`config.mk`:
```
export PLATFORM = sky130hd
export DESIGN_NAME = smbc_top
export DESIGN_NICKNAME = d
export VERILOG_FILES = /design/src/hdl/smbc_pkg.sv /design/src/hdl/smbc_buck_ctl.sv /design/src/hdl/smbc_top.sv
export SDC_FILE = /design/constraint.sdc
export NUM_CORES = 1
export LEC_CHECK = 0
export ABC_AREA = 1
export BUFFER_PORTS_ARGS = -buffer_cell sky130_fd_sc_hd__buf_2
export CAP_MARGIN = 0
export CORE_UTILIZATION = 30
export CTS_BUF_LIST = sky130_fd_sc_hd__clkbuf_4 sky130_fd_sc_hd__clkbuf_8 sky130_fd_sc_hd__clkbuf_16
export CTS_CLUSTER_SIZE = 20
export DETAILED_ROUTE_END_ITERATION = 8
export GPL_TIMING_DRIVEN = 0
export HOLD_SLACK_MARGIN = 0.02
export PLACE_DENSITY = 0.59
export REMOVE_ABC_BUFFERS = 1
export SETUP_SLACK_MARGIN = 0.4
export SKIP_LAST_GASP = 1
export SLEW_MARGIN = 20
export SYNTH_ARGS = -nofsm -noshare
export SYNTH_HDL_FRONTEND = slang
export SYNTH_SLANG_ARGS = --single-unit
```
`constraint.sdc`:
```
create_clock -name sys_clk -period 2.3 [get_ports sys_clk]
set_input_delay 0.345 -clock sys_clk [delete_from_list [all_inputs] [get_ports sys_clk]]
set_output_delay 0.345 -clock sys_clk [all_outputs]
set_load 0.03 [all_outputs]
```
`src/hdl/smbc_pkg.sv`:
```
// smbc_pkg: constants and carrier types for the supply monitor and buck control block
// assumes a 10 MHz system clock; all analog decisions arrive as comparator levels
`default_nettype none
package smbc_pkg;
	localparam int unsigned SMBC_CLK_HZ = 10000000;
	localparam int unsigned SMBC_NUM_BUCK = 3;
	// rail threshold: code 0 is 2.3 V, 0.1 V per step
	localparam int unsigned SMBC_THR_BASE_MV = 2300;
	localparam int unsigned SMBC_THR_STEP_MV = 100;
	localparam int unsigned SMBC_HYST_MV = 200;
	localparam logic [3:0] SMBC_THR_RST = 4'h7; // 3.0 V
	localparam logic SMBC_ACTION_RST = 1'b1;
	localparam logic SMBC_UNMASK_RST = 1'b0;
	localparam logic SMBC_MODE_RST = 1'b0;
	// soft-start ramp length
	localparam int unsigned SMBC_SOFTSTART_US = 400;
	localparam int unsigned SMBC_SOFTSTART_CYC = (SMBC_SOFTSTART_US * (SMBC_CLK_HZ / 1000000));
	// turn-on delay unit: code 1 is 2 ms, doubling per code
	localparam int unsigned SMBC_DELAY_UNIT_MS = 2;
	localparam int unsigned SMBC_DELAY_UNIT_CYC = (SMBC_DELAY_UNIT_MS * (SMBC_CLK_HZ / 1000));
	localparam int unsigned SMBC_VCODE_W = 6;
	localparam logic [5:0] SMBC_VCODE_RST = 6'h18; // default regulation code, arbitrary plain value

	typedef struct packed {
		logic enable_bit; // software enable bit level
		logic [2:0] delay_code; // turn-on delay select
		logic forced_pwm; // mode bit
		logic fault_irq_unmask; // fault interrupt unmask
		logic [5:0] volt_code_primary;
		logic [5:0] volt_code_alternate;
	} smbc_buck_cfg_t;

	typedef struct packed {
		logic running; // switching enabled
		logic soft_start; // ramp active
		logic [5:0] volt_code; // selected output code
		logic forced_pwm;
		logic allow_full_duty;
		logic power_good; // synced power-good
		logic fault_pending;
	} smbc_buck_stat_t;
endpackage : smbc_pkg
`default_nettype wire

```
`src/hdl/smbc_buck_ctl.sv`:
```
// smbc_buck_ctl: one step-down converter's enable edge, turn-on delay and soft-start
// assumes inputs are already synchronous to sys_clk
`default_nettype none
module smbc_buck_ctl
	import smbc_pkg::*;
#(
	parameter int unsigned DELAY_UNIT_CYC = SMBC_DELAY_UNIT_CYC,
	parameter int unsigned SOFTSTART_CYC = SMBC_SOFTSTART_CYC
)
(
	input wire logic sys_clk, // system clock
	input wire logic rst_b, // async reset, active low
	input wire smbc_buck_cfg_t cfg, // configuration
	input wire logic volt_bank_pin, // synced bank select
	input wire logic force_off, // thermal or undervolt shutdown
	input wire logic pgood_sync, // synced power-good comparator
	input wire logic pgood_read, // host read of power-good bit
	output smbc_buck_stat_t stat // status
);
	typedef enum logic [1:0] {SMBC_OFF, SMBC_WAIT, SMBC_RAMP, SMBC_ON} smbc_bstate_t;
	typedef struct packed {
		smbc_bstate_t st;
		logic en_prev;
		logic [31:0] cnt;
		logic fault;
		logic [5:0] vcode;
	} smbc_bctl_t;

	smbc_bctl_t s_ff;
	smbc_bctl_t nxt_s;

	// delay length from code: 0 means none, else unit shifted by code-1
	function automatic logic [31:0] smbc_delay_cyc(input logic [2:0] code);
		logic [31:0] unit;
		unit = 32'(DELAY_UNIT_CYC);
		if (code == 3'h0)
			smbc_delay_cyc = 32'h0;
		else
			smbc_delay_cyc = unit << (code - 3'h1);
	endfunction : smbc_delay_cyc

	// next-state logic
	always_comb
	begin
		nxt_s = s_ff;
		nxt_s.en_prev = cfg.enable_bit;
		// only edges count; a steady level changes nothing
		if (cfg.enable_bit && !s_ff.en_prev && !force_off)
		begin
			nxt_s.st = SMBC_WAIT;
			nxt_s.cnt = smbc_delay_cyc(cfg.delay_code);
		end
		else if (!cfg.enable_bit && s_ff.en_prev)
			nxt_s.st = SMBC_OFF;
		else
		begin
			case (s_ff.st)
				SMBC_OFF:
					nxt_s.cnt = 32'h0;
				SMBC_WAIT:
					if (s_ff.cnt == 32'h0)
					begin
						nxt_s.st = SMBC_RAMP;
						nxt_s.cnt = 32'(SOFTSTART_CYC);
					end
					else
						nxt_s.cnt = s_ff.cnt - 32'h1;
				SMBC_RAMP:
					if (s_ff.cnt <= 32'h1)
						nxt_s.st = SMBC_ON;
					else
						nxt_s.cnt = s_ff.cnt - 32'h1;
				SMBC_ON:
					nxt_s.cnt = 32'h0;
				default:
					nxt_s.st = SMBC_OFF;
			endcase
		end
		// shutdown overrides everything, so a held-off enable needs a fresh edge
		if (force_off)
			nxt_s.st = SMBC_OFF;
		// output code follows the bank pin
		nxt_s.vcode = volt_bank_pin ? cfg.volt_code_alternate : cfg.volt_code_primary;
		// fault: set wins over clear; clears once off or good again and bit read
		if (cfg.fault_irq_unmask && s_ff.st == SMBC_ON && !pgood_sync)
			nxt_s.fault = 1'b1;
		else if (pgood_read && (pgood_sync || s_ff.st == SMBC_OFF))
			nxt_s.fault = 1'b0;
	end

	// state register
	always_ff @(posedge sys_clk or negedge rst_b)
	begin
		if (!rst_b)
		begin
			s_ff <= '{st: SMBC_OFF, en_prev: 1'b0, cnt: 32'h0, fault: 1'b0, vcode: SMBC_VCODE_RST};
		end
		else
			s_ff <= nxt_s;
	end

	// outputs from flops except the mode bit and power_good, taken straight from cfg and pgood_sync; full duty is never blocked by an off-time
	always_comb
	begin
		stat.running = (s_ff.st == SMBC_RAMP) || (s_ff.st == SMBC_ON);
		stat.soft_start = (s_ff.st == SMBC_RAMP);
		stat.volt_code = s_ff.vcode;
		stat.forced_pwm = cfg.forced_pwm;
		stat.allow_full_duty = 1'b1;
		stat.power_good = pgood_sync;
		stat.fault_pending = s_ff.fault;
	end
endmodule : smbc_buck_ctl
`default_nettype wire

```
`src/hdl/smbc_top.sv`:
```
// smbc_top: supply monitor, thermal shutdown, low-battery pass-through, interrupt and three bucks
// assumes comparators are asynchronous levels; host bits arrive from a separate I2C slave on sys_clk
`default_nettype none
module smbc_top
	import smbc_pkg::*;
#(
	parameter int unsigned NUM_BUCK = SMBC_NUM_BUCK,
	parameter int unsigned DELAY_UNIT_CYC = SMBC_DELAY_UNIT_CYC,
	parameter int unsigned SOFTSTART_CYC = SMBC_SOFTSTART_CYC
)
(
	input wire logic sys_clk, // 10 MHz clock
	input wire logic rst_b, // async reset, active low
	input wire logic rail_below_cmp, // rail comparator, 1 while rail below threshold
	input wire logic rail_powerup_ok_cmp, // rail above threshold plus hysteresis
	input wire logic over_temp_cmp, // thermal comparator, hysteresis in analog
	input wire logic low_batt_in, // low-battery comparator result, 1 = low
	input wire logic volt_bank_pin, // bank select pin
	input wire logic [3:0] rail_threshold_sel_wdata, // host data for threshold field
	input wire logic rail_threshold_sel_we, // host write strobe for threshold
	input wire logic undervolt_action_sel, // action select from host register
	input wire logic rail_low_irq_unmask, // rail-low interrupt unmask
	input wire logic rail_low_flag_read, // pulse: host read rail-low flag
	input wire smbc_buck_cfg_t [NUM_BUCK-1:0] buck_cfg, // per-buck settings, buck_a first
	input wire logic [NUM_BUCK-1:0] pgood_cmp, // per-buck power-good comparators
	input wire logic [NUM_BUCK-1:0] pgood_read, // pulse: host read power-good bit
	output logic [3:0] rail_threshold_sel, // threshold code to the comparator DAC
	output logic rail_low_flag, // status: rail below threshold
	output logic system_enabled, // powered up and not shut down
	output logic over_temp_flag, // status: thermal shutdown active
	output smbc_buck_stat_t [NUM_BUCK-1:0] buck_stat, // per-buck control outputs
	output logic irq_out_n_o, // interrupt pin output level, always low
	output logic irq_out_n_oe, // interrupt pin enable, high while pulling low
	output logic low_batt_out_n_o, // low-battery pin output level, always low
	output logic low_batt_out_n_oe // low-battery pin enable, high while pulling low
);
	localparam int unsigned SYNC_W = 4 + NUM_BUCK;

	typedef struct packed {
		logic [SYNC_W-1:0] sync1;
		logic [SYNC_W-1:0] sync2;
		logic [3:0] thr;
		logic powered;
		logic rail_irq;
		logic irq_oe;
		logic lbo_oe;
		logic bank_sync1; // bank pin, first stage
		logic bank_sync2; // bank pin, second stage
	} smbc_top_st_t;

	smbc_top_st_t s_ff;
	smbc_top_st_t nxt_s;
	logic rail_low_s;
	logic powerup_ok_s;
	logic over_temp_s;
	logic low_batt_s;
	logic [NUM_BUCK-1:0] pgood_s;
	logic force_off;
	logic [NUM_BUCK-1:0] buck_fault;
	smbc_buck_cfg_t [NUM_BUCK-1:0] cfg_gated;

	// synchronised copies, read only from the second stage
	always_comb
	begin
		rail_low_s = s_ff.sync2[0];
		powerup_ok_s = s_ff.sync2[1];
		over_temp_s = s_ff.sync2[2];
		low_batt_s = s_ff.sync2[3];
		pgood_s = s_ff.sync2[SYNC_W-1:4];
		for (int i = 0; i < NUM_BUCK; i++)
			buck_fault[i] = buck_stat[i].fault_pending;
	end

	// shutdown sources: thermal always, undervoltage only in lockout mode
	assign force_off = over_temp_s || !s_ff.powered;

	// next-state logic
	always_comb
	begin
		nxt_s = s_ff;
		nxt_s.sync1 = {pgood_cmp, low_batt_in, over_temp_cmp, rail_powerup_ok_cmp, rail_below_cmp};
		nxt_s.sync2 = s_ff.sync1;
		// bank pin is a board level, so it passes two flops as well
		nxt_s.bank_sync1 = volt_bank_pin;
		nxt_s.bank_sync2 = s_ff.bank_sync1;
		// threshold code, 2.3 V plus 0.1 V per step, decoded by the analog DAC
		if (rail_threshold_sel_we)
			nxt_s.thr = rail_threshold_sel_wdata;
		// powering up waits for the hysteresis comparator, not just the falling one
		if (!s_ff.powered && powerup_ok_s && !rail_low_s)
			nxt_s.powered = 1'b1;
		else if (s_ff.powered && rail_low_s && !undervolt_action_sel)
			nxt_s.powered = 1'b0;
		// rail alarm: set wins over clear; clear needs rail back above rising level and a read
		if (s_ff.powered && undervolt_action_sel && rail_low_irq_unmask && rail_low_s)
			nxt_s.rail_irq = 1'b1;
		else if (rail_low_flag_read && powerup_ok_s && !rail_low_s)
			nxt_s.rail_irq = 1'b0;
		nxt_s.irq_oe = nxt_s.rail_irq || (|buck_fault);
		nxt_s.lbo_oe = low_batt_s;
	end

	// state register
	always_ff @(posedge sys_clk or negedge rst_b)
	begin
		if (!rst_b)
		begin
			s_ff.sync1 <= '0;
			s_ff.sync2 <= '0;
			s_ff.thr <= SMBC_THR_RST;
			s_ff.powered <= 1'b0;
			s_ff.rail_irq <= 1'b0;
			s_ff.irq_oe <= 1'b0;
			s_ff.lbo_oe <= 1'b0;
			s_ff.bank_sync1 <= 1'b0;
			s_ff.bank_sync2 <= 1'b0;
		end
		else
			s_ff <= nxt_s;
	end

	// voltage codes only reach the bucks once powered is set, even during thermal shutdown; until then defaults
	generate
		for (genvar g = 0; g < NUM_BUCK; g++)
		begin : g_buck
			always_comb
			begin
				cfg_gated[g] = buck_cfg[g];
				if (!s_ff.powered)
				begin
					cfg_gated[g].volt_code_primary = SMBC_VCODE_RST;
					cfg_gated[g].volt_code_alternate = SMBC_VCODE_RST;
				end
			end

			smbc_buck_ctl #(
				.DELAY_UNIT_CYC(DELAY_UNIT_CYC),
				.SOFTSTART_CYC(SOFTSTART_CYC)
			) u_buck (
				.sys_clk(sys_clk),
				.rst_b(rst_b),
				.cfg(cfg_gated[g]),
				.volt_bank_pin(s_ff.bank_sync2),
				.force_off(force_off),
				.pgood_sync(pgood_s[g]),
				.pgood_read(pgood_read[g]),
				.stat(buck_stat[g])
			);
		end
	endgenerate

	// outputs
	assign rail_threshold_sel = s_ff.thr;
	assign rail_low_flag = rail_low_s;
	assign system_enabled = s_ff.powered && !over_temp_s;
	assign over_temp_flag = over_temp_s;
	assign irq_out_n_o = 1'b0;
	assign irq_out_n_oe = s_ff.irq_oe;
	assign low_batt_out_n_o = 1'b0;
	assign low_batt_out_n_oe = s_ff.lbo_oe;
endmodule : smbc_top
`default_nettype wire

```
# Word level (Yosys, flattened, before mapping)
# Cells that the tools add are included.
[word_totals]
out_inout_bits = 47
mem_bits_rw = 0
register_bits = 150
memories = 0
latchBits = 0
romBits = 0
elab_cells = 185
input_bits = 75
[op_classes]
bitwise_logic = 0
div = 0
shift = 3
reduce_logical = 76
mul = 0
n_eq_ne = 21
n_mux = 52
magnitude_cmp = 3
n_addsub = 6
[ops]
columns = ["cell", "count"]
rows = [
  ["two-way mux 32 bit", 15],
  ["case mux 32 bit (3 select lines)", 3],
  ["<= comparator 32 x 1 -> 1 bit, second input constant", 3],
  ["zero test 32 bit", 3],
  ["left shift 15 x 3 -> 32 bit, first input constant", 3],
  ["subtractor 32 x 1 -> 32 bit, second input constant", 3],
  ["two-way mux 12 bit", 3],
  ["two-way mux 2 bit", 15],
  ["inequality test 5 x 1 -> 1 bit, second input constant", 6],
  ["logical AND 1 bit", 28],
  ["two-way mux 6 bit", 3],
  ["nonzero test 5 bit", 3],
  ["zero test 1 bit", 14],
  ["== test 2 bit, second input constant", 6],
  ["case mux 2 bit (2 select lines)", 3],
  ["two-way mux 1 bit", 10],
  ["zero test 3 bit", 3],
  ["inequality test 3 x 2 -> 1 bit, second input constant", 3],
  ["AND reduction 3 bit", 3],
  ["subtractor 3 x 1 -> 3 bit, second input constant", 3],
  ["logical OR 1 bit", 8],
  ["nonzero test 2 bit", 4],
  ["== test 2 x 1 -> 1 bit, second input constant", 3],
  ["zero test 2 bit", 3],
  ["4 further kinds", 10],
]

# Longest topological paths before layout
# Gate-level depths: netlist of the first run.
[logic_depth]
depth_word = 6
mapped_depth = 12
ltp_nobuf = 12

# Hierarchy
# A second synthesis of the first run with hierarchy kept.
[hier_totals]
hier_cells = 1604
hier_area_um2 = 10812.9
[by_module_without_submodules]
columns = ["module", "n_inst", "cells_per_inst", "seq_area_each_um2", "area_per_inst_um2"]
rows = [
  ["smbc_buck_ctl (g_buck[0].u_buck)", 1, 502, 1053.5, 3263.1],
  ["smbc_buck_ctl (g_buck[1].u_buck)", 1, 497, 1053.5, 3253.1],
  ["smbc_buck_ctl (g_buck[2].u_buck)", 1, 478, 1053.5, 3230.6],
  ["smbc_top", 1, 127, 604.3, 1066.0],
]

# Least setup slack after synthesis of the first run
# OpenSTA, ideal clock, no wires.
[synth_timing]
path_type = "flip-flop to flip-flop"
startpoint = "register g_buck[2].u_buck.s_ff[41] in the netlist's numbering"
endpoint = "register g_buck[2].u_buck.s_ff[27] in the netlist's numbering"
t_required_ns = 2.179
synth_period_minus_slack_ns = 1.847
t_arrival_ns = 1.726
setup_time_ns = 0.121
stages_incl_launch_ff = 11
slack_ns = 0.453
path_buffers = 1
cell_sequence = "dfrtp_1 -> inv_1 -> nor2_1 -> inv_1 -> nor2_1 -> nand3_2 -> nand2_4 -> buf_2 -> nand2_1 -> o21ai_0 -> nand2_1"
[synth_lines]
columns = ["item", "line", "source"]
rows = [
  ["start, declared", "smbc_buck_ctl.sv:29", "smbc_bctl_t s_ff;"],
  ["start signal, assigned", "smbc_buck_ctl.sv:96", "s_ff <= '{st: SMBC_OFF, en_prev: 1'b0, cnt: 32'h0, fault: 1'b0, vcode: SMBC_VCODE_RST};"],
  ["start signal, assigned", "smbc_buck_ctl.sv:99", "s_ff <= nxt_s;"],
]

# Final worst setup path of the first run
[layout_timing]
startpoint = "register g_buck[0].u_buck.s_ff[23] in the netlist's numbering"
endpoint = "register g_buck[0].u_buck.s_ff[7] in the netlist's numbering"
[layout_via]
elab_chain_len = 5
word_cells_on_any_way = 8
classes_between = "order compare: 1; eq/ne: 1; mux: 4; reduce/logical: 2"
[layout_rtl]
columns = ["item", "line"]
rows = [
  ["start, declared", "smbc_buck_ctl.sv:29"],
  ["start signal, assigned", "smbc_buck_ctl.sv:96"],
  ["start signal, assigned", "smbc_buck_ctl.sv:99"],
  ["parallel branches: the longest is 5 deep, another holds <= comparator 32 x 1 -> 1 bit", "--"],
]
# Several ways; the timed one is not identified. The select of a mux whose other input is x is not followed.
# A chain may end at the register's enable or synchronous reset.

==> results.yml, run 1 <==
critical_path:
  cp-end-kind: "flip-flop"
  path_depth: 11
  slowest_stage: "dfrtp_1"
  startpoint: "g_buck[0].u_buck.s_ff[23]"
  cp.required_ns: 2.61
  path_cells: "nor2_2 > nand2_2 > nor2_4 > nand2_4 > nor2_8 > nand3_4 > nand2_8 > nor2_8 > buf_12 > nand2_1 > o21ai_0"
  critPathMostFrequentCell: "nor2_8"
  path_buf_inv: 1
  reg2reg_slack_ns: 0.42
  path_delay_family: "simple AND/OR/NAND/NOR gates"
  crit_path_end: "g_buck[0].u_buck.s_ff[7]"
  path_max_fanout: 9
  r2r-start: "g_buck[0].u_buck.s_ff[23]"
  reg2reg_to: "g_buck[0].u_buck.s_ff[7]"
  cpPeakStageDelay_ns: 0.42
  path_class: "flip-flop to flip-flop"
  arrival_ns: 2.18
  cp-start-kind: "flip-flop"
  rr_worst_depth: 11
global_routing:
  grt_pass1_wl_mm: 46.3
  overflow: 0
  grtUsageTotal_pct: 16.4
  grt_pass1_vias: 9169
  antenna_found_initial: 1
  grt_start_max_net_pins: 92
routing:
  wl_per_cell_um: 14.2
  drt_iter0_markers: 560
  dr.pass1.iters: 7
  drc: 0
  vias_per_cell: 4.71
  via_count: 9595
  totalWireLength_mm: 28.8
  antenna_left: 0
power_and_ir_drop:
  switching_share_pct: 46.4
  switchingPower_uw: 7020
  pwr-share-seq_pct: 24.6
  ir_drop_v: 0.000537
  p_per_area_mw_per_mm2: 1180
  combPwrFrac_pct: 56.3
  leakagePower_uw: 0.00661
  pwr-share-clk_pct: 19.0
  p_int_uw: 8100
placement:
  gp_congestion: 0.867
  place_inst: 1927
  dp_worst_setup_slack_ns: -0.654
  place_hpwl_mm: 19.6
  numPortBuffers: 110
job:
  maxCapViolCount: 0
layout:
  final_cells: 2036
  fillCellCount: 3407
  antennaDiodeCount: 0
  drive_gt1_share_pct: 26.2
  finish.net_count: 1683
  areaGrowthSynthToFinish_pct: 25.3
clocking:
  cts_buffers: 17
  clock_latency_ns: 0.44
  cts.sinks: 150
  cts_tree: "yes"
  cts-root-buf: "clkbuf_16"
  clockBufferDepth: 2
  clk_pin_slew_worst_paths_ns: 0.07
  htree_levels: 4
sta:
  rsz0062_at_grt: "yes"
  fmaxAchievable_mhz: 533
  finalCriticalPeriod_ns: 1.88
  fin_crit_sh_pct: 81.5
  finalSetupViolations: 0
  fin_hold_ws_ns: 0.0415
  slew_headroom_pct: 54.9
  tightest_slew_ns: 0.660
  clock_skew_ns: 0.0190
  setup_slack_ns: 0.424
  slew_viol_final: 0
  hold_viol: 0
  finalSetupTns_ns: 0
synthesis:
  syn_inst: 1427
  async_reset_ff_share_pct: 100
  yosys_warnings: 0
  ys_seq_elements: 150
  synth.distinct_cells: 48
  synth-edff-count: 0
  syn_area_per_cell_um2: 7.18
  ys_seq_area_share_pct: 36.7
  syn_area_mm2: 0.0103
  synthFlopType: "dfrtp_1"
floorplanning:
  start_util_pct: 30.5
  die-area_mm2: 0.0349
  die_h_um: 187
  row_count: 67
  die_w_um: 187
  core_mm2: 0.0336
  io-pin-count: 122
min_path:
  hold_class: "input pin to flip-flop"
outcome:
  status: "complete, no violations"
==> cell families after synthesis <==
kind of cell	share of synthesized area, %
mux	0.439
fa+ha+maj	4.03
flops	36.7
xor+xnor	5.30
simple gates	37.6
buf+inv	9.24
compound gates	6.63
other cells	0.0733
==> metal layers <==
layer / track usage (%) / vias to the layer above / routed length, µm
met3: 2.40 / 34 / 1160
met4: 5.36 / 0 / 568
met1: 21.3 / 4536 / 13300
met2: 27.7 / 234 / 13900
li1: - / 4791 / -
met5: 0 / - / 0
==> worst register-to-register path, cell delays in order, from the launching register on <==
cell and delay [ns]:
dfrtp_1 0.42, nor2_2 0.20, nand2_2 0.13, nor2_4 0.18, nand2_4 0.08, nor2_8 0.14
nand3_4 0.12, nand2_8 0.16, nor2_8 0.06, buf_12 0.14, nand2_1 0.05, o21ai_0 0.06
==> stage by stage <==
| step | total power, µW | util [%] | area, µm² |
|---|---|---|---|
| 2_1_floorplan | 8840 | - | 9830 |
| 3_3_place_gp | 10300 | 32.6 | 10900 |
| 3_5_place_dp | 10300 | 32.7 | 11000 |
| 4_1_cts | 13900 | 36.2 | 12200 |
| 5_1_grt | 16300 | 38.2 | 12800 |
| 6_report | 15100 | 38.2 | 12800 |
==> cells in the mapped netlist, types with 3 or more instances <==
master / instances / area share (%)
nand2_4: 3 / 0.33
nand3_2: 11 / 1.1
nand4_1: 29 / 1.8
nor2_1: 216 / 7.9
inv_2: 10 / 0.37
o21ai_1: 3 / 0.15
nand2_1: 417 / 15
nand3b_1: 12 / 0.88
buf_6: 4 / 0.44
nand3_1: 98 / 4.8
clkbuf_1: 9 / 0.33
nor2_4: 8 / 0.88
buf_2: 9 / 0.44
dfstp_2: 9 / 2.3
ha_1: 33 / 4.0
nand2_2: 20 / 1.2
dfrtp_1: 141 / 34
inv_1: 123 / 4.5
o22ai_1: 4 / 0.24
mux2_2: 4 / 0.44
nor3_1: 7 / 0.34
o21ai_0: 65 / 3.2
buf_4: 39 / 2.9
o211ai_1: 11 / 0.81
xor2_1: 36 / 3.1
nor2_2: 23 / 1.4
and2_1: 3 / 0.18
or2_2: 4 / 0.24
a31oi_1: 4 / 0.24
a21oi_1: 16 / 0.78
xnor2_1: 26 / 2.2
o21ai_2: 8 / 0.68
==> what timing repair did <==
| item | in CTS | in global routing |
|---|---|---|
| gates cloned | 4 | 2 |
| buffers inserted | 26 | 35 |
| endpoints found under the setup margin | 101 | 100 |
| pin swaps | 16 | 28 |
| endpoints found under the hold margin | 68 | 0 |
| resized for setup | 57 | 114 |
| hold buffers | 10 | 0 |
==> sequential cells by signal, summed over array words and instances (netlist names), 3 cells and up <==
name / cells
pgood_s: 3
s_ff: 3
g_buck.u_buck.stat: 21
g_buck.u_buck.s_ff: 105
rail_threshold_sel: 4
nxt_s: 8
==> layout by cell type (no fill, tap or decap), types with 15 or more instances in the layout <==
master,n
buf_4,55
inv_1,118
xnor2_1,26
xor2_1,36
dfrtp_2,15
dfrtp_1,126
nor2_4,38
nor2_1,170
clkbuf_16,17
buf_2,109
nand2_1,401
nor2_2,39
o21ai_0,61
nand2_2,27
nand3_1,93
ha_1,31
nand4_1,29
==> worst min-delay path by stage <==
stage             startpoint                   endpoint  slack [ns]  cells past startpoint
2_1_floorplan          rst_b  g_buck[0].u_buck.s_ff[10]        0.05                      0
3_3_place_gp       nxt_s[12]             over_temp_flag        0.33                      0
3_5_place_dp           rst_b                  nxt_s[16]        0.33                      1
4_1_cts         buck_cfg[35]  g_buck[1].u_buck.s_ff[39]        0.02                      1
5_1_grt        volt_bank_pin                   nxt_s[0]        0.02                      1
6_report        buck_cfg[35]  g_buck[1].u_buck.s_ff[39]        0.04                      1
==> area by class of cell <==
cell class                      instances  area (µm²)  share of cell area [%]
Clock inverter                         11         121                   0.945
Inverter                              136         547                    4.26
Clock buffer                           21         480                    3.74
Multi-Input combinational cell       1087        6150                    47.8
Sequential cell                       150        3780                    29.5
Tap cell                              448         561                    4.36
Timing Repair Buffer                  183        1210                    9.39
==> power by group through the flow <==
stage	combinational (µW)	sequential [µW]	clock, µW
final	8520	3720	2880
after global routing	9460	3790	3060
after CTS	7240	3650	2970
after detailed placement	6670	3670	0
after global placement	6600	3670	0
after floorplan	5180	3660	0
No activity file was read; power rests on OpenSTA's default activity.
==> inputs of run 2 (changes only) <==
--- a/config.mk
+++ b/config.mk
@@ -14,7 +14,7 @@
 export DETAILED_ROUTE_END_ITERATION = 8
 export GPL_TIMING_DRIVEN = 0
 export HOLD_SLACK_MARGIN = 0.02
-export PLACE_DENSITY = 0.59
+export PLACE_DENSITY = 0.6
 export REMOVE_ABC_BUFFERS = 1
 export SETUP_SLACK_MARGIN = 0.4
 export SKIP_LAST_GASP = 1
==> constraint.sdc (replaced) <==
create_clock -name sys_clk -period 1.7 [get_ports sys_clk]
set_input_delay 0.255 -clock sys_clk [delete_from_list [all_inputs] [get_ports sys_clk]]
set_output_delay 0.255 -clock sys_clk [all_outputs]
set_load 0.03 [all_outputs]
==> run 2 against run 1 <==
  * The run now ends with setup timing left
  * Die area unchanged
  * Largest power group unchanged
  * Clock power rose by 41%
  * Sequential power is 33% higher
  * Register-to-register slack got worse by 0.53 ns
  * Largest cell class unchanged
  * Combinational power is 68% higher
  * Utilization rose by 5.5 points
==> results.yml, run 2 (synthesis results as in run 1) <==
global_routing:
  grtUsageTotal_pct: 18.6
  grt_pass1_wl_mm: 52.3
  grt_pass1_vias: 10200
  overflow: 0
  antenna_found_initial: 1
  grt_start_max_net_pins: 91
critical_path:
  path_cells: "nor2_4 > nand2_2 > nor3_4 > nand3_4 > nand2_8 > nor2_4 > buf_8 > nand2_2 > nand3_2"
  path_class: "flip-flop to flip-flop"
  rr_worst_depth: 9
  reg2reg_slack_ns: -0.11
  cp.required_ns: 2.02
  cp-start-kind: "flip-flop"
  path_max_fanout: 8
  slowest_stage: "dfrtp_2"
  cpPeakStageDelay_ns: 0.45
  r2r-start: "g_buck[1].u_buck.s_ff[15]"
  reg2reg_to: "g_buck[1].u_buck.s_ff[27]"
  cp-end-kind: "flip-flop"
  arrival_ns: 2.13
floorplanning:
  io-pin-count: 122
  row_count: 67
  die_h_um: 187
  die_w_um: 187
  core_mm2: 0.0336
  die-area_mm2: 0.0349
  start_util_pct: 30.5
min_path:
  min_to: "g_buck[0].u_buck.stat[8]"
  min_from: "buck_cfg[10]"
  whs_path_depth: 3
  hold_class: "input pin to flip-flop"
routing:
  met2_length_mm: 16.6
  wl_met3_mm: 1.54
  antenna_left: 0
  vias_per_cell: 4.88
  drc: 0
  totalWireLength_mm: 33.4
  wl_per_cell_um: 15.5
  drt_iter0_markers: 737
  met1Wirelength_mm: 14.3
  via_count: 10600
  dr.pass1.iters: 5
  top_layer_used: "met4"
layout:
  regMostFlops: "g_buck.u_buck.s_ff"
  largest_register_ff_count: 105
  final_cell_mix: "nand2_1 (356), buf_4 (158), nor2_1 (148), dfrtp_1 (113), inv_1 (110)"
  fin_area_mm2: 0.0147
  drive_gt1_share_pct: 38.8
  layout_commonest_cell: "nand2_1"
  finish.net_count: 1810
  fillCellCount: 3231
  areaGrowthSynthToFinish_pct: 43.5
  final_cells: 2164
sta:
  hold_viol: 0
  clock_skew_ns: 0.0113
  fin_crit_sh_pct: 106
  slew_viol_final: 0
  setup_slack_ns: -0.109
  fmaxAchievable_mhz: 553
  rsz0062_at_grt: "yes"
  finalSetupTns_ns: -4.78
  finalCriticalPeriod_ns: 1.81
  fin_hold_ws_ns: 0.0393
  tightest_slew_ns: 0.822
  finalSetupViolations: 80
  slew_headroom_pct: 45.1
power_and_ir_drop:
  ir_drop_v: 0.000862
  p_int_uw: 12400
  switchingPower_uw: 10800
  switching_share_pct: 46.6
  pwr-share-clk_pct: 17.4
  pwr-share-seq_pct: 21.3
  combPwrFrac_pct: 61.3
  p_per_area_mw_per_mm2: 1580
  leakagePower_uw: 0.00765
placement:
  dp_worst_setup_slack_ns: -1.32
  place_hpwl_mm: 19.8
  place_inst: 1927
  gp_congestion: 0.847
  numPortBuffers: 110
  place_area_mm2: 0.0110
clocking:
  cts_buffers: 17
  clock_latency_ns: 0.44
  cts-root-buf: "clkbuf_16"
  cts_tree: "yes"
  htree_levels: 4
  clockBufferDepth: 2
  cts.sinks: 150
  clk_pin_slew_worst_paths_ns: 0.07
job:
  maxCapViolCount: 0
outcome:
  status: "finished with violations"
  violations: "setup timing"
[run 2: how the worst max path moves through the flow]
stage / cells past startpoint / slack [ns] / end / startpoint
2_1_floorplan: 9 / -0.54 / g_buck[2].u_buck.s_ff[21] / g_buck[2].u_buck.s_ff[41]
3_3_place_gp: 1 / -2.11 / g_buck[1].u_buck.s_ff[18] / rst_b
3_5_place_dp: 10 / -1.32 / g_buck[1].u_buck.s_ff[33] / s_ff[5]
4_1_cts: 11 / -0.03 / g_buck[2].u_buck.s_ff[38] / g_buck[2].u_buck.s_ff[9]
5_1_grt: 9 / -0.20 / g_buck[1].u_buck.s_ff[29] / g_buck[1].u_buck.s_ff[15]
6_report: 9 / -0.11 / g_buck[1].u_buck.s_ff[27] / g_buck[1].u_buck.s_ff[15]
[run 2: final cells by class]
cell class / instances / area [µm²] / area share [%]
diodes: 1 / 2.50 / 0.0170
clock buffers: 20 / 467 / 3.17
clock inverters: 12 / 150 / 1.02
inverters: 136 / 571 / 3.88
multi-input cells: 1091 / 6750 / 45.9
flip-flops and latches: 150 / 3800 / 25.9
well taps: 448 / 561 / 3.81
repair buffers: 305 / 2390 / 16.3
repair inverters: 1 / 8.76 / 0.0595
[run 2: metrics by stage]
| step | total power [µW] | util, % |
|---|---|---|
| 2_1_floorplan | 12000 | - |
| 3_3_place_gp | 13900 | 32.6 |
| 3_5_place_dp | 14000 | 32.7 |
| 4_1_cts | 21900 | 41.7 |
| 5_1_grt | 24800 | 43.8 |
| 6_report | 23300 | 43.8 |
[run 2: power groups by stage]
stage | Clock, µW | Combinational [µW] | Sequential (µW)
3_5_place_dp | 0 | 9000 | 4980
4_1_cts | 4140 | 12900 | 4900
6_report | 4060 | 14300 | 4950
5_1_grt | 4300 | 15500 | 5030
2_1_floorplan | 0 | 7010 | 4960
3_3_place_gp | 0 | 8890 | 4970
[run 2: what timing repair did]
item / CTS / global route
hold buffers: 12 / 0
endpoints found under the setup margin: 145 / 200
hold endpoints to repair: 62 / 0
gates cloned: 9 / 3
pin swaps: 81 / 51
resized for setup: 316 / 105
setup buffers: 140 / 40
[run 2: critical path: cells and delay by family, from the launching register on]
| kind | cells | cell delay, ns |
|---|---|---|
| AND/OR/NAND/NOR | 8 | 1.07 |
| flip-flops | 1 | 0.45 |
| buffers and inverters | 1 | 0.15 |
[run 2: routing by layer]
| layer | global-route usage, % | up-vias |
|---|---|---|
| met2 | 31.8 | 352 |
| met3 | 3.23 | 67 |
| met5 | 0 | - |
| li1 | - | 5072 |
| met1 | 23.4 | 5074 |
| met4 | 6.78 | 0 |
==> inputs of run 3 (changes only) <==
--- a/config.mk
+++ b/config.mk
@@ -6,6 +6,7 @@
 export NUM_CORES = 1
 export LEC_CHECK = 0
 export ABC_AREA = 1
+export ABC_CLOCK_PERIOD_IN_PS = 1650
 export BUFFER_PORTS_ARGS = -buffer_cell sky130_fd_sc_hd__buf_2
 export CAP_MARGIN = 0
 export CORE_UTILIZATION = 30
==> constraint.sdc (replaced) <==
create_clock -name sys_clk -period 1.65 [get_ports sys_clk]
set_input_delay 0.2475 -clock sys_clk [delete_from_list [all_inputs] [get_ports sys_clk]]
set_output_delay 0.2475 -clock sys_clk [all_outputs]
set_load 0.03 [all_outputs]
==> run 3 against run 2 <==
  * The flow still finishes with violations (setup timing)
  * Cell area rose by 0.25%
  * Setup slack worse by 0.061 ns
  * Non-clock buffer count increased by 1
  * Sequential share of layout area is 0.064 points lower
  * Critical path depth up 2
  * Wire length decreased by 0.15%
  * Clock skew about the same
  * Sequential power up 3%
  * Maximum frequency shrank 0.62%
==> results.yml, run 3 (synthesis results as in run 1) <==
outcome:
  status: "finished with violations"
  violations: "setup timing"
critical_path:
  path_class: "flip-flop to flip-flop"
  cp-end-kind: "flip-flop"
  arrival_ns: 2.15
  cp-start-kind: "flip-flop"
  path_max_fanout: 17
  cp.required_ns: 1.98
floorplanning:
  die-area_mm2: 0.0349
  io-pin-count: 122
  start_util_pct: 30.5
  core_mm2: 0.0336
  die_h_um: 187
  die_w_um: 187
  row_count: 67
sta:
  hold_viol: 0
  slew_headroom_pct: 44.8
  slew_viol_final: 0
  tightest_slew_ns: 0.826
  fin_crit_sh_pct: 110
  clock_skew_ns: 0.0118
  rsz0062_at_grt: "yes"
  finalCriticalPeriod_ns: 1.82
  setup_slack_ns: -0.171
  finalSetupViolations: 95
  fmaxAchievable_mhz: 549
global_routing:
  grt_pass1_vias: 10300
  grtUsageTotal_pct: 18.6
  antenna_found_initial: 1
  grt_start_max_net_pins: 91
  grt_pass1_wl_mm: 52.4
  overflow: 0
clocking:
  clk_pin_slew_worst_paths_ns: 0.07
  cts.sinks: 150
  clockBufferDepth: 2
  cts_tree: "yes"
  htree_levels: 4
  cts-root-buf: "clkbuf_16"
  cts_buffers: 17
  clock_latency_ns: 0.44
min_path:
  hold_class: "input pin to flip-flop"
routing:
  top_layer_used: "met4"
  via_count: 10600
  drc: 0
  drt_iter0_markers: 674
  wl_met3_mm: 1.75
  met2_length_mm: 16.6
  dr.pass1.iters: 6
  vias_per_cell: 4.87
  wl_per_cell_um: 15.4
  met1Wirelength_mm: 14.1
  antenna_left: 0
  totalWireLength_mm: 33.4
placement:
  numPortBuffers: 110
  place_hpwl_mm: 19.8
  gp_congestion: 0.847
  place_inst: 1927
job:
  maxCapViolCount: 0
layout:
  final_cell_mix: "nand2_1 (356), buf_4 (161), nor2_1 (148), dfrtp_1 (113), inv_1 (110)"
  fillCellCount: 3230
  drive_gt1_share_pct: 38.8
  finish.net_count: 1811
  layout_commonest_cell: "nand2_1"
  final_util_pct: 43.9
  regMostFlops: "g_buck.u_buck.s_ff"
  areaGrowthSynthToFinish_pct: 43.8
  largest_register_ff_count: 105
  final_cells: 2165
power_and_ir_drop:
  p_per_area_mw_per_mm2: 1630
  leakagePower_uw: 0.00767
  ir_drop_v: 0.000878
==> run 3: changes by cell type in the layout (fill, tap and decap cells not counted), sizes merged <==
cell,before,now
dlygate4sd3,12,13
==> run 3: where the power goes <==
| part | switching [µW] | internal (µW) | leakage, µW |
|---|---|---|---|
| logic | 8740 | 5960 | 0.00545 |
| clock network | 1680 | 2500 | 0.000298 |
| registers | 729 | 4370 | 0.00192 |
==> run 3: worst paths after layout <==
path | startpoint | end | slack [ns] | cells after the start
min in group asynchronous | rst_b | pgood_s[2] | 0.33 | 2
worst max-delay path | g_buck[2].u_buck.s_ff[27] | g_buck[2].u_buck.s_ff[21] | -0.17 | 11
worst max register to register | g_buck[2].u_buck.s_ff[27] | g_buck[2].u_buck.s_ff[21] | -0.17 | 11
max in group asynchronous | rst_b | g_buck[2].u_buck.s_ff[15] | 0.56 | 3
worst min register to register | nxt_s[15] | pgood_s[1] | 0.35 | 0
worst min-delay path | buck_cfg[28] | g_buck[1].u_buck.stat[8] | 0.04 | 3
==> run 3: metal layers <==
layer	global-route usage, %	up-vias
met1	23.4	5043
li1	-	5070
met5	0	-
met3	3.21	58
met2	32.0	379
met4	6.72	0
==> run 3: final cells by class <==
| class | instances | area [µm²] | area share [%] |
|---|---|---|---|
| multi-input cells | 1091 | 6750 | 45.8 |
| flip-flops and latches | 150 | 3800 | 25.8 |
| repair buffers | 306 | 2430 | 16.5 |
| inverters | 136 | 571 | 3.87 |
| well taps | 448 | 561 | 3.80 |
| clock buffers | 20 | 467 | 3.17 |
| clock inverters | 12 | 150 | 1.02 |
| repair inverters | 1 | 8.76 | 0.0594 |
| diodes | 1 | 2.50 | 0.0170 |
==> run 3: what timing repair did <==
action | 4_1_cts | 5_1_grt
resized for setup | 319 | 114
gates cloned | 9 | 3
hold buffers | 13 | 0
endpoints found under the hold margin | 63 | 0
buffers inserted | 140 | 40
pin swaps | 81 | 51
endpoints found under the setup margin | 148 | 241
==> run 3: through the flow <==
step	total power (µW)	hold WS [ns]	area, µm²	setup TNS [ns]	setup WS (ns)
6_report	24000	0.0402	14700	-9.59	-0.171
5_1_grt	25600	0.0222	14700	-17.11	-0.247
4_1_cts	22600	0.0202	14000	-4.26	-0.0820
3_5_place_dp	14400	0.213	11000	-111.69	-1.37
3_3_place_gp	14300	0.334	10900	-422.52	-2.15
2_1_floorplan	12300	-0.0481	9830	-40.09	-0.593
==> run 3: worst max-delay path, stage by stage (launching register included) <==
cell      delay [ns]
dfrtp_1         0.42
nor2_2          0.19
nand2_2         0.09
nor2_4          0.14
nand2_2         0.09
nor2_4          0.16
nand3_4         0.12
nand2_8         0.14
buf_12          0.14
inv_16          0.05
nand3b_1        0.09
nand2_1         0.06
